==> config.mk <==
export PLATFORM = sky130hd
export DESIGN_NAME = rsdp_top
export DESIGN_NICKNAME = d
export VERILOG_FILES = /design/src/include/rsdp_pkg.sv /design/src/hdl/rsdp_top.sv /design/src/hdl/rsdp_fifo.sv /design/src/hdl/rsdp_store.sv
export VERILOG_INCLUDE_DIRS = /design/src /design/src/include
export SDC_FILE = /design/constraint.sdc
export NUM_CORES = 2
export LEC_CHECK = 0
export ABC_AREA = 0
export BUFFER_PORTS_ARGS = -buffer_cell sky130_fd_sc_hd__buf_4
export CAP_MARGIN = 30
export CORE_ASPECT_RATIO = 1.75
export CORE_UTILIZATION = 50
export CTS_BUF_LIST = sky130_fd_sc_hd__clkbuf_16
export DETAILED_ROUTE_END_ITERATION = 10
export PLACE_DENSITY_LB_ADDON = 0.3
export SYNTH_ARGS = -nofsm -noshare
export SYNTH_HDL_FRONTEND = slang
export SYNTH_SLANG_ARGS = --single-unit
export TNS_END_PERCENT = 30
==> constraint.sdc <==
create_clock -name hclk -period 4.8 [get_ports hclk]
set_input_delay 0 -clock hclk [delete_from_list [all_inputs] [get_ports hclk]]
set_output_delay 0 -clock hclk [all_outputs]
set_load 0.005 [all_outputs]
==> src/include/rsdp_regs.svh <==
// Constants of the registered module port: offsets, fields, resets, counts.
// Assumes inclusion by bare name from the package and the design modules.
`ifndef RSDP_REGS_SVH
`define RSDP_REGS_SVH

// ----------------------------------------
// Register offsets (byte addresses)
// ----------------------------------------
`define RSDP_MODE_OFS   8'h00
`define RSDP_STATUS_OFS 8'h04

// ----------------------------------------
// Field positions
// ----------------------------------------
`define RSDP_MODE_LEN   0
`define RSDP_MODE_CL3   3
`define RSDP_ST_BANK    0
`define RSDP_ST_PWR     4
`define RSDP_ST_BURST   6
`define RSDP_ST_LATCH   7
`define RSDP_ST_LAT     8

// ----------------------------------------
// Reset values and codes
// ----------------------------------------
`define RSDP_MODE_RST   4'hB
`define RSDP_LEN_FULL   3'h7
`define RSDP_AP_BIT     10
// Arbitrary device-type code of the presence store
`define RSDP_PD_TYPE    4'hA

// ----------------------------------------
// Widths and timing counts
// ----------------------------------------
`define RSDP_COL_W      9
`define RSDP_DQ_W       72
`define RSDP_FIFO_DEPTH 4
`define RSDP_PD_BYTES   256
`define RSDP_CL_FAST    3'h2
`define RSDP_CL_SLOW    3'h3

`endif

==> src/include/rsdp_pkg.sv <==
// Types shared by the registered module port.
// Assumes rsdp_regs.svh sits on the include path.
`include "rsdp_regs.svh"

package rsdp_pkg;

  // ----------------------------------------
  // Command bundle on host and memory sides
  // ----------------------------------------
  typedef struct packed {
    logic        cs_n;
    logic        ras_n;
    logic        cas_n;
    logic        we_n;
    logic        cke;
    logic [1:0]  bank;
    logic [11:0] row_column_address;
  } rsdp_cmd_type;

  localparam rsdp_cmd_type RSDP_CMD_IDLE = rsdp_cmd_type'({5'h1F, 14'h0000});

  typedef enum logic [2:0] {
    OP_NOP   = 3'b000,
    OP_ACT   = 3'b001,
    OP_READ  = 3'b010,
    OP_WRITE = 3'b011,
    OP_BTERM = 3'b100,
    OP_PRE   = 3'b101,
    OP_REF   = 3'b110,
    OP_MRS   = 3'b111
  } rsdp_op_type;

  typedef enum logic [1:0] {
    PS_IDLE = 2'b00,
    PS_AREF = 2'b01,
    PS_SELF = 2'b10,
    PS_DOWN = 2'b11
  } rsdp_pwr_type;

  typedef enum logic [2:0] {
    I_IDLE  = 3'b000,
    I_ADDR  = 3'b001,
    I_WORD  = 3'b010,
    I_WRITE = 3'b011,
    I_READ  = 3'b100
  } rsdp_i2c_type;

  // Command decode from the strobe pattern
  function automatic rsdp_op_type rsdp_decode(input rsdp_cmd_type c);
    rsdp_op_type op;
    op = OP_NOP;
    if (!c.cs_n)
    begin
      case ({c.ras_n, c.cas_n, c.we_n})
        3'b011:  op = OP_ACT;
        3'b101:  op = OP_READ;
        3'b100:  op = OP_WRITE;
        3'b110:  op = OP_BTERM;
        3'b010:  op = OP_PRE;
        3'b001:  op = OP_REF;
        3'b000:  op = OP_MRS;
        default: op = OP_NOP;
      endcase
    end
    return op;
  endfunction

endpackage

==> src/hdl/rsdp_top.sv <==
// Command/address front end of a registered memory module, with
// presence-detect slave and AHB-Lite status/mode registers.
// Assumes host inputs synchronous to hclk; hclk is the redriven module clock.
//
// What this block does
// - latch mode high: forward one clock later
// - latch mode low: forward without added clock
// - read latency 2 or 3, plus one registered
// - bank selects and row address open rows
// - read/write address gives burst start column
// - burst lengths 1,2,4,8,full; terminate honoured
// - auto precharge closes row after burst
// - new column accepted every clock
// - banks precharge independently during other access
// - auto refresh, self refresh, power-down modes
// - all inputs sampled on rising clock
// - presence store holds 256 bytes
// - presence store is strap-addressed I2C slave
`timescale 1ns/1ns
`include "rsdp_regs.svh"

module rsdp_top
  import rsdp_pkg::*;
(
  input  wire logic                   hclk,
  input  wire logic                   hresetn,
  input  wire logic                   hsel,
  input  wire logic [31:0]            haddr,
  input  wire logic [1:0]             htrans,
  input  wire logic                   hwrite,
  input  wire logic [2:0]             hsize,
  input  wire logic                   hready,
  input  wire logic [31:0]            hwdata,
  output logic [31:0]                 hrdata,
  output logic                        hreadyout,
  output logic                        hresp,
  input  wire logic                   input_latch_mode_pin,
  input  wire rsdp_cmd_type           host_cmd,
  output rsdp_cmd_type                mem_cmd,
  output logic [`RSDP_COL_W-1:0]      burst_col,
  output logic                        burst_valid,
  input  wire logic [`RSDP_DQ_W-1:0]  wdata_in,
  input  wire logic                   wdata_valid,
  output logic                        wdata_ready,
  output logic [`RSDP_DQ_W-1:0]       mem_wdata,
  output logic                        mem_wvalid,
  input  wire logic                   mem_wready,
  input  wire logic                   scl_in,
  input  wire logic                   sda_in,
  output logic                        sda_out,
  output logic                        sda_oe_n,
  input  wire logic [2:0]             presence_slave_addr_strap
);

  rsdp_cmd_type            cap;
  rsdp_cmd_type            eff;
  rsdp_op_type             op;
  logic [3:0]              mode;
  logic [2:0]              rd_latency;
  logic [3:0]              bank_open;
  rsdp_pwr_type            pstate;
  logic [`RSDP_COL_W-1:0]  burst_left;
  logic [`RSDP_COL_W-1:0]  len_mask;
  logic [`RSDP_COL_W-1:0]  next_col;
  logic [1:0]              burst_bank;
  logic                    burst_ap;
  logic                    burst_end;
  logic                    is_full;
  logic                    is_rw;

  // ----------------------------------------
  // Command path
  // ----------------------------------------
  // rising-edge input sampling
  always_ff @(posedge hclk or negedge hresetn)
  begin
    if (!hresetn)
      cap <= RSDP_CMD_IDLE;
    else
      cap <= host_cmd;
  end

  assign eff   = input_latch_mode_pin ? cap : host_cmd;
  assign op    = rsdp_decode(eff);
  assign is_rw = (op == OP_READ) || (op == OP_WRITE);

  // Output stage drives the memory parts
  always_ff @(posedge hclk or negedge hresetn)
  begin
    if (!hresetn)
      mem_cmd <= RSDP_CMD_IDLE;
    else
      mem_cmd <= eff;
  end

  // ----------------------------------------
  // Burst column generation
  // ----------------------------------------
  // Burst length code to column mask; full page wraps the whole row
  function automatic logic [`RSDP_COL_W-1:0] burst_mask(input logic [2:0] code);
    logic [`RSDP_COL_W-1:0] m;
    case (code)
      3'h0:    m = 9'h000;
      3'h1:    m = 9'h001;
      3'h2:    m = 9'h003;
      3'h3:    m = 9'h007;
      default: m = 9'h1FF;
    endcase
    return m;
  endfunction

  assign len_mask  = burst_mask(mode[2:0]);
  assign is_full   = (mode[2:0] == `RSDP_LEN_FULL);
  assign next_col  = (burst_col & ~len_mask) | ((burst_col + 9'h001) & len_mask);
  assign burst_end = burst_valid && !is_full && (burst_left == '0);

  // start column from the command address
  always_ff @(posedge hclk or negedge hresetn)
  begin
    if (!hresetn)
    begin
      burst_col   <= '0;
      burst_left  <= '0;
      burst_valid <= 1'b0;
      burst_bank  <= 2'h0;
      burst_ap    <= 1'b0;
    end
    else if (is_rw)
    begin
      burst_col   <= eff.row_column_address[`RSDP_COL_W-1:0];
      burst_left  <= len_mask;
      burst_valid <= 1'b1;
      burst_bank  <= eff.bank;
      burst_ap    <= eff.row_column_address[`RSDP_AP_BIT];
    end
    else if ((op == OP_BTERM) || burst_end)
      burst_valid <= 1'b0;
    else if (burst_valid)
    begin
      burst_col  <= next_col;
      burst_left <= burst_left - 9'h001;
    end
  end

  // ----------------------------------------
  // Bank state and power modes
  // ----------------------------------------
  // each bank closes and opens on its own
  // bank select picks the bank to open
  for (genvar g = 0; g < 4; g++)
  begin : g_bank
    always_ff @(posedge hclk or negedge hresetn)
    begin
      if (!hresetn)
        bank_open[g] <= 1'b0;
      else if ((op == OP_ACT) && (eff.bank == 2'(g)))
        bank_open[g] <= 1'b1;
      else if (((op == OP_PRE) && (eff.row_column_address[`RSDP_AP_BIT] || (eff.bank == 2'(g))))
               || (burst_end && burst_ap && (burst_bank == 2'(g))))
        bank_open[g] <= 1'b0;
    end
  end

  always_ff @(posedge hclk or negedge hresetn)
  begin
    if (!hresetn)
      pstate <= PS_IDLE;
    else
    begin
      case (pstate)
        PS_IDLE:
        begin
          if (op == OP_REF)
            pstate <= eff.cke ? PS_AREF : PS_SELF;
          else if (!eff.cke)
            pstate <= PS_DOWN;
        end
        PS_AREF:
          pstate <= PS_IDLE;
        default:
        begin
          if (eff.cke)
            pstate <= PS_IDLE;
        end
      endcase
    end
  end

  // ----------------------------------------
  // Write data buffering
  // ----------------------------------------
  logic [`RSDP_DQ_W-1:0] f_data;
  logic                  f_valid;
  logic                  f_pop;

  rsdp_fifo #(.WIDTH(`RSDP_DQ_W), .DEPTH(`RSDP_FIFO_DEPTH)) u_fifo
  (
    .clk       (hclk),
    .rst_n     (hresetn),
    .in_data   (wdata_in),
    .in_valid  (wdata_valid),
    .in_ready  (wdata_ready),
    .out_data  (f_data),
    .out_valid (f_valid),
    .out_ready (f_pop)
  );

  // Output word moves on only when the memory side takes it
  assign f_pop = f_valid && (!mem_wvalid || mem_wready);

  always_ff @(posedge hclk or negedge hresetn)
  begin
    if (!hresetn)
    begin
      mem_wdata  <= '0;
      mem_wvalid <= 1'b0;
    end
    else if (f_pop)
    begin
      mem_wdata  <= f_data;
      mem_wvalid <= 1'b1;
    end
    else if (mem_wready)
      mem_wvalid <= 1'b0;
  end

  // ----------------------------------------
  // AHB-Lite register slave
  // ----------------------------------------
  logic        take;
  logic        dp_write;
  logic [7:0]  dp_addr;
  logic [31:0] rd_word;
  logic [31:0] status;

  assign take = hsel && htrans[1] && hready && (hsize == 3'b010);

  // Status word from live block state
  always_comb
  begin
    status = 32'h0000_0000;
    status[`RSDP_ST_BANK +: 4]  = bank_open;
    status[`RSDP_ST_PWR +: 2]   = pstate;
    status[`RSDP_ST_BURST]      = burst_valid;
    status[`RSDP_ST_LATCH]      = input_latch_mode_pin;
    status[`RSDP_ST_LAT +: 3]   = rd_latency;
  end

  // Address decode; unmapped reads return zero
  always_comb
  begin
    if (haddr[7:0] == `RSDP_MODE_OFS)
      rd_word = {28'h0000000, mode};
    else if (haddr[7:0] == `RSDP_STATUS_OFS)
      rd_word = status;
    else
      rd_word = 32'h0000_0000;
  end

  // Zero wait states, always OKAY
  always_ff @(posedge hclk or negedge hresetn)
  begin
    if (!hresetn)
    begin
      hreadyout <= 1'b1;
      hresp     <= 1'b0;
      hrdata    <= 32'h0000_0000;
      dp_write  <= 1'b0;
      dp_addr   <= 8'h00;
    end
    else
    begin
      hreadyout <= 1'b1;
      hresp     <= 1'b0;
      dp_write  <= take && hwrite;
      dp_addr   <= haddr[7:0];
      if (take && !hwrite)
        hrdata <= rd_word;
    end
  end

  // Mode register: burst length and latency grade
  always_ff @(posedge hclk or negedge hresetn)
  begin
    if (!hresetn)
      mode <= `RSDP_MODE_RST;
    else if (dp_write && (dp_addr == `RSDP_MODE_OFS))
      mode <= hwdata[3:0];
  end

  // latency: grade plus one when latched
  always_ff @(posedge hclk or negedge hresetn)
  begin
    if (!hresetn)
      rd_latency <= `RSDP_CL_SLOW;
    else
      rd_latency <= (mode[`RSDP_MODE_CL3] ? `RSDP_CL_SLOW : `RSDP_CL_FAST)
                    + {2'b00, input_latch_mode_pin};
  end

  // ----------------------------------------
  // Presence-detect I2C slave
  // ----------------------------------------
  rsdp_i2c_type i_state;
  logic         scl_q;
  logic         sda_q;
  logic [3:0]   bit_cnt;
  logic [7:0]   shreg;
  logic [7:0]   ptr;
  logic [7:0]   pd_rdata;
  logic         nack;
  logic         scl_rise;
  logic         scl_fall;
  logic         start_c;
  logic         stop_c;
  logic         addr_match;
  logic         receiving;
  logic         pd_we;

  assign scl_rise   = scl_in && !scl_q;
  assign scl_fall   = !scl_in && scl_q;
  assign start_c    = scl_in && scl_q && sda_q && !sda_in;
  assign stop_c     = scl_in && scl_q && !sda_q && sda_in;
  assign addr_match = (shreg[7:1] == {`RSDP_PD_TYPE, presence_slave_addr_strap});
  assign receiving  = (i_state == I_ADDR) || (i_state == I_WORD) || (i_state == I_WRITE);
  assign pd_we      = scl_fall && (i_state == I_WRITE) && (bit_cnt == 4'h7);

  rsdp_store u_store
  (
    .clk   (hclk),
    .we    (pd_we),
    .addr  (ptr),
    .wdata (shreg),
    .rdata (pd_rdata)
  );

  // Previous line levels for edge and condition detection
  always_ff @(posedge hclk or negedge hresetn)
  begin
    if (!hresetn)
    begin
      scl_q   <= 1'b1;
      sda_q   <= 1'b1;
      sda_out <= 1'b0;
    end
    else
    begin
      scl_q   <= scl_in;
      sda_q   <= sda_in;
      sda_out <= 1'b0;
    end
  end

  // byte framing, acknowledge and data drive
  always_ff @(posedge hclk or negedge hresetn)
  begin
    if (!hresetn)
    begin
      i_state  <= I_IDLE;
      bit_cnt  <= 4'h0;
      shreg    <= 8'h00;
      ptr      <= 8'h00;
      nack     <= 1'b1;
      sda_oe_n <= 1'b1;
    end
    else if (start_c)
    begin
      i_state  <= I_ADDR;
      bit_cnt  <= 4'hF;  // SCL fall after START wraps this to 0, not a data bit
      sda_oe_n <= 1'b1;
    end
    else if (stop_c)
    begin
      i_state  <= I_IDLE;
      sda_oe_n <= 1'b1;
    end
    else if (scl_rise)
    begin
      if (receiving && (bit_cnt != 4'h8))
        shreg <= {shreg[6:0], sda_in};
      if ((i_state == I_READ) && (bit_cnt == 4'h8))
        nack <= sda_in;
    end
    else if (scl_fall && (i_state != I_IDLE))
    begin
      bit_cnt <= (bit_cnt == 4'h8) ? 4'h0 : bit_cnt + 4'h1;
      if (bit_cnt == 4'h7)
      begin
        if (i_state == I_READ)
        begin
          sda_oe_n <= 1'b1;
          ptr      <= ptr + 8'h01;
        end
        else if ((i_state == I_ADDR) && !addr_match)
          i_state <= I_IDLE;
        else
        begin
          sda_oe_n <= 1'b0;
          if (i_state == I_WORD)
            ptr <= shreg;
          else if (i_state == I_WRITE)
            ptr <= ptr + 8'h01;
        end
      end
      else if (bit_cnt == 4'h8)
      begin
        if (i_state == I_ADDR)
        begin
          i_state  <= shreg[0] ? I_READ : I_WORD;
          sda_oe_n <= shreg[0] ? pd_rdata[7] : 1'b1;
        end
        else if ((i_state == I_READ) && nack)
        begin
          i_state  <= I_IDLE;
          sda_oe_n <= 1'b1;
        end
        else if (i_state == I_READ)
          sda_oe_n <= pd_rdata[7];
        else
        begin
          i_state  <= I_WRITE;
          sda_oe_n <= 1'b1;
        end
      end
      else if (i_state == I_READ)
        sda_oe_n <= pd_rdata[3'(3'h6 - bit_cnt[2:0])];
    end
  end
endmodule

==> src/hdl/rsdp_fifo.sv <==
// Write-data FIFO with valid and ready on both sides.
// Assumes a power-of-two depth; one clock, asynchronous active-low reset.
`timescale 1ns/1ns

module rsdp_fifo
#(
  parameter int WIDTH = 72,
  parameter int DEPTH = 4
)
(
  input  wire logic             clk,
  input  wire logic             rst_n,
  input  wire logic [WIDTH-1:0] in_data,
  input  wire logic             in_valid,
  output logic                  in_ready,
  output logic [WIDTH-1:0]      out_data,
  output logic                  out_valid,
  input  wire logic             out_ready
);
  localparam int AW = $clog2(DEPTH);

  logic [WIDTH-1:0] store [DEPTH];
  logic [AW-1:0]    wr_ptr;
  logic [AW-1:0]    rd_ptr;
  logic [AW:0]      count;
  logic [AW:0]      next_count;
  logic             push;
  logic             pop;

  // Handshakes and occupancy
  assign push       = in_valid & in_ready;
  assign pop        = out_valid & out_ready;
  assign out_valid  = (count != '0);
  assign out_data   = store[rd_ptr];
  assign next_count = count + (AW+1)'(push) - (AW+1)'(pop);

  // Ready registered so the source sees full one cycle early enough
  always_ff @(posedge clk or negedge rst_n)
  begin
    if (!rst_n)
    begin
      wr_ptr   <= '0;
      rd_ptr   <= '0;
      count    <= '0;
      in_ready <= 1'b1;
    end
    else
    begin
      wr_ptr   <= push ? wr_ptr + 1'b1 : wr_ptr;
      rd_ptr   <= pop ? rd_ptr + 1'b1 : rd_ptr;
      count    <= next_count;
      in_ready <= (next_count != (AW+1)'(DEPTH));
    end
  end

  // Storage needs no reset
  always_ff @(posedge clk)
  begin
    if (push)
      store[wr_ptr] <= in_data;
  end
endmodule

==> src/hdl/rsdp_store.sv <==
// Byte memory behind the presence-detect slave, read data from a register.
// Assumes one writer and one reader address.
`timescale 1ns/1ns
`include "rsdp_regs.svh"

module rsdp_store
(
  input  wire logic       clk,
  input  wire logic       we,
  input  wire logic [7:0] addr,
  input  wire logic [7:0] wdata,
  output logic [7:0]      rdata
);
  logic [7:0] bytes [`RSDP_PD_BYTES];

  // Registered read, write-first is not needed by the slave
  always_ff @(posedge clk)
  begin
    if (we)
      bytes[addr] <= wdata;
    rdata <= bytes[addr];
  end
endmodule

==> flow_metrics.env <==
export IMPL_io_pins=312
export IMPL_clock_path_buffers=4
export IMPL_port_buffers=234
export IMPL_r2r_cells=8
export IMPL_synthMostInstantiatedCell="edfxtp_1"
export IMPL_critPathKind="flip-flop to flip-flop"
export IMPL_postCtsResizedCells=0
export IMPL_ys_top_cells_by_area="edfxtp_1 (72%), mux4_2 (14%), dfrtp_1 (4.7%)"
export IMPL_dpl_instance_area_mm2=0.104
export IMPL_fin_area_mm2=0.113
export IMPL_cts_max_level=4
export IMPL_cts_tree="yes"
export IMPL_nNetsFinal=5473
export IMPL_drt_wl_total_um=223000
export IMPL_clkSinkCount=2545
export IMPL_drtPass1Iterations=7
export IMPL_core_area_mm2=0.193
export IMPL_fin_worst_skew_ps=84.7
export IMPL_drcViolationCount=0
export IMPL_clock_latency_ps=880
export IMPL_die_w_um=336
export IMPL_netlist_area_mm2=0.0973
export IMPL_synth_edf_count=2336
export IMPL_grt_max_degree=260
export IMPL_cp_cell_sequence="ha_1, nand3b_1, nor2b_1, nand3_1, nor3_1, buf_4, nand2_1, nor2_1"
export IMPL_power_density_mw_per_mm2=491
export IMPL_cp_max_fo=16
export IMPL_drt_iter0_markers=4540
export IMPL_slew_headroom=0.0134
export IMPL_grt_usage=0.227
export IMPL_ant_nets=0
export IMPL_wl_per_cell_um=27.8
export IMPL_grt_overflow=0
export IMPL_yosysUniqueCellTypes=65
export IMPL_root_buffer="clkbuf_16"
export IMPL_synth_cells=4580
export IMPL_worstPathArrival_ps=4210
export IMPL_via_count=48200
export IMPL_antenna_found_initial=3
export IMPL_rsz0062_at_grt="no"
export IMPL_leakage_nw=36.3
export IMPL_yosysTopAreaCellShare=0.721
export IMPL_finalHoldViolations=0
export IMPL_drv_cap=0
export IMPL_die_h_um=586
export IMPL_async_reset_ff_frac=0.0790
export IMPL_fin_tns_setup_ps=0
export IMPL_yosysSeqAreaShare=0.774
export IMPL_outcome="completed"
export IMPL_rrSetupSlack_ps=1050
export IMPL_place_gp_congestion=0.815
export IMPL_syn_avg_cell_area_um2=21.3
export IMPL_crit_path_start_kind="flip-flop"
export IMPL_initial_core_util=0.505
export IMPL_worst_pin_slew_ps=1480
export IMPL_grt_pass1_wl_um=328000
export IMPL_peakVddDrop_v=0.000695
export IMPL_grt_pass1_vias=50300
export IMPL_yosys_register_bits=2545
export IMPL_synth_ff_type="edfxtp_1"
export IMPL_via_per_inst=6.00
export IMPL_numCtsBuffers=221
export IMPL_rows=213
export IMPL_max_freq_mhz=267
export IMPL_crit_start="bit_cnt[0]$_DFFE_PN0P_"
export IMPL_die_area_mm2=0.197
export IMPL_synth_largest_area_cell="edfxtp_1"
export IMPL_rr_endpoint="u_store.bytes[66][3]$_DFFE_PP_"
export IMPL_worstReg2RegStart="bit_cnt[0]$_DFFE_PN0P_"
export IMPL_min_period_ps=3750
export IMPL_crit_path_end="u_store.bytes[66][3]$_DFFE_PP_"
export IMPL_yosys_warnings=0
export IMPL_setup_viol=0
export IMPL_finalCritPeriodShare=0.781
export IMPL_worstHoldPathType="input pin to flip-flop"
export IMPL_syn_to_final_growth_pct=16.3
export IMPL_slew_viol_final=0
export IMPL_synthTopCellsByCount="edfxtp_1 (2336), mux4_2 (586), nor2_1 (296)"
export IMPL_slowest_stage="nor2_1"
export IMPL_worst_ep_required_time_ps=5270
export IMPL_hpwl_um=131000
export IMPL_critPathCaptureType="flip-flop"
export IMPL_drive_above_1_share=0.293
export IMPL_clkTransAtPathRegs_ps=70
export IMPL_max_stage_delay_ps=820
## kinds of logic (layout without fill, tap and decap cells)
kind of cell | after synthesis | in the layout | share of synthesized area
DFF | 2545 | 2545 | 0.774
muxes | 700 | 700 | 0.149
AOI/OAI and AO/OA | 512 | 512 | 0.0366
and+or+nand+nor | 463 | 463 | 0.0206
buffers and inverters | 315 | 1170 | 0.0153
xor gates and xnor gates | 27 | 27 | 0.00243
adders and majority gates | 16 | 16 | 0.00213
other | 2 | 26 | 0.0000771
## worst max-delay path, delay by kind of cell (launching register included)
kind | cells | cell delay (ps)
AND/OR/NAND/NOR | 6 | 2310
flip-flops | 1 | 500
adder cells (fa/ha/maj) | 1 | 270
buffers and inverters | 1 | 250
## per-stage QoR
step	hold WS, ps	cells	utilization	worst slack [ps]	total power, mW
floorplan	-296	4602	-	179	35.1
global placement	117	7405	0.537	688	37.8
detailed placement	120	7412	0.537	970	38.3
CTS	8.10	8031	0.586	951	55.9
global route	50.0	8038	0.587	813	57.5
finish	74.6	8039	0.587	1050	55.6
## timing repair
item                      4_1_cts  5_1_grt
setup buffers                   0        0
hold endpoints to repair      787        0
hold buffers                  223        0
## placed cells by master (no fill, tap or decap), types with 18 or more instances in the layout
cell | netlist | final
inv_1 | 23 | 67
a21oi_1 | 165 | 164
o21ai_0 | 18 | 18
xnor2_1 | 18 | 18
dfstp_2 | 20 | 20
clkinv_1 | 0 | 40
clkinv_2 | 0 | 36
a22oi_1 | 257 | 257
mux2_2 | 94 | 94
dfrtp_1 | 181 | 169
bufinv_16 | 0 | 23
dlygate4sd3_1 | 0 | 222
nor2_1 | 296 | 295
mux4_2 | 586 | 586
buf_4 | 33 | 488
edfxtp_1 | 2336 | 2336
conb_1 | 2 | 24
buf_12 | 0 | 30
clkbuf_16 | 0 | 223
nand2_1 | 69 | 54
## sequential cells by signal (all words and copies together) (netlist names), 8 cells and up, named ones only
signal	flops
u_store.bytes	2048
u_fifo.store	288
mem_wdata	72
cap	19
mem_cmd	19
hrdata	11
burst_left	9
dp_addr	8
ptr	8
shreg	8
u_store.rdata	8
## how the worst min path moves through the flow
stage	start	cells after the start	slack (ps)	endpoint
6_report	wdata_valid	4	70	u_fifo.wr_ptr[0]$_DFFE_PN0N_
5_1_grt	wdata_valid	4	50	u_fifo.wr_ptr[0]$_DFFE_PN0N_
4_1_cts	wdata_valid	4	8	u_fifo.wr_ptr[0]$_DFFE_PN0N_
3_5_place_dp	host_cmd[4]	1	120	cap[4]$_DFF_PN0_
3_3_place_gp	host_cmd[8]	1	120	cap[8]$_DFF_PN0_
2_1_floorplan	hresetn	0	-300	asynchronous set/reset pin
## report_power, final
group          switching, mW  total [mW]  internal [mW]
sequential              1.16        29.1           28.0
combinational           5.14        8.91           3.77
clock                   7.90        17.6           9.69
total                   14.2        55.6           41.4
## cell type report
type / instances / area, um^2
fillers: 13700 / 79800
flip-flops and latches: 2545 / 75400
multi-input cells: 1742 / 20700
repair buffers: 751 / 6730
clock buffers: 223 / 5580
well taps: 2580 / 3230
clock inverters: 173 / 1490
inverters: 23 / 86.3
diodes: 2 / 5.00
## layer usage
metal / wire length (um) / GRT usage / share of wire
met1: 81100 / 0.277 / 0.36
met2: 118000 / 0.398 / 0.53
met3: 14500 / 0.0368 / 0.065
met4: 10300 / 0.100 / 0.046
met5: 7 / 0 / 0.000031
(Power assumes the default switching activity.)
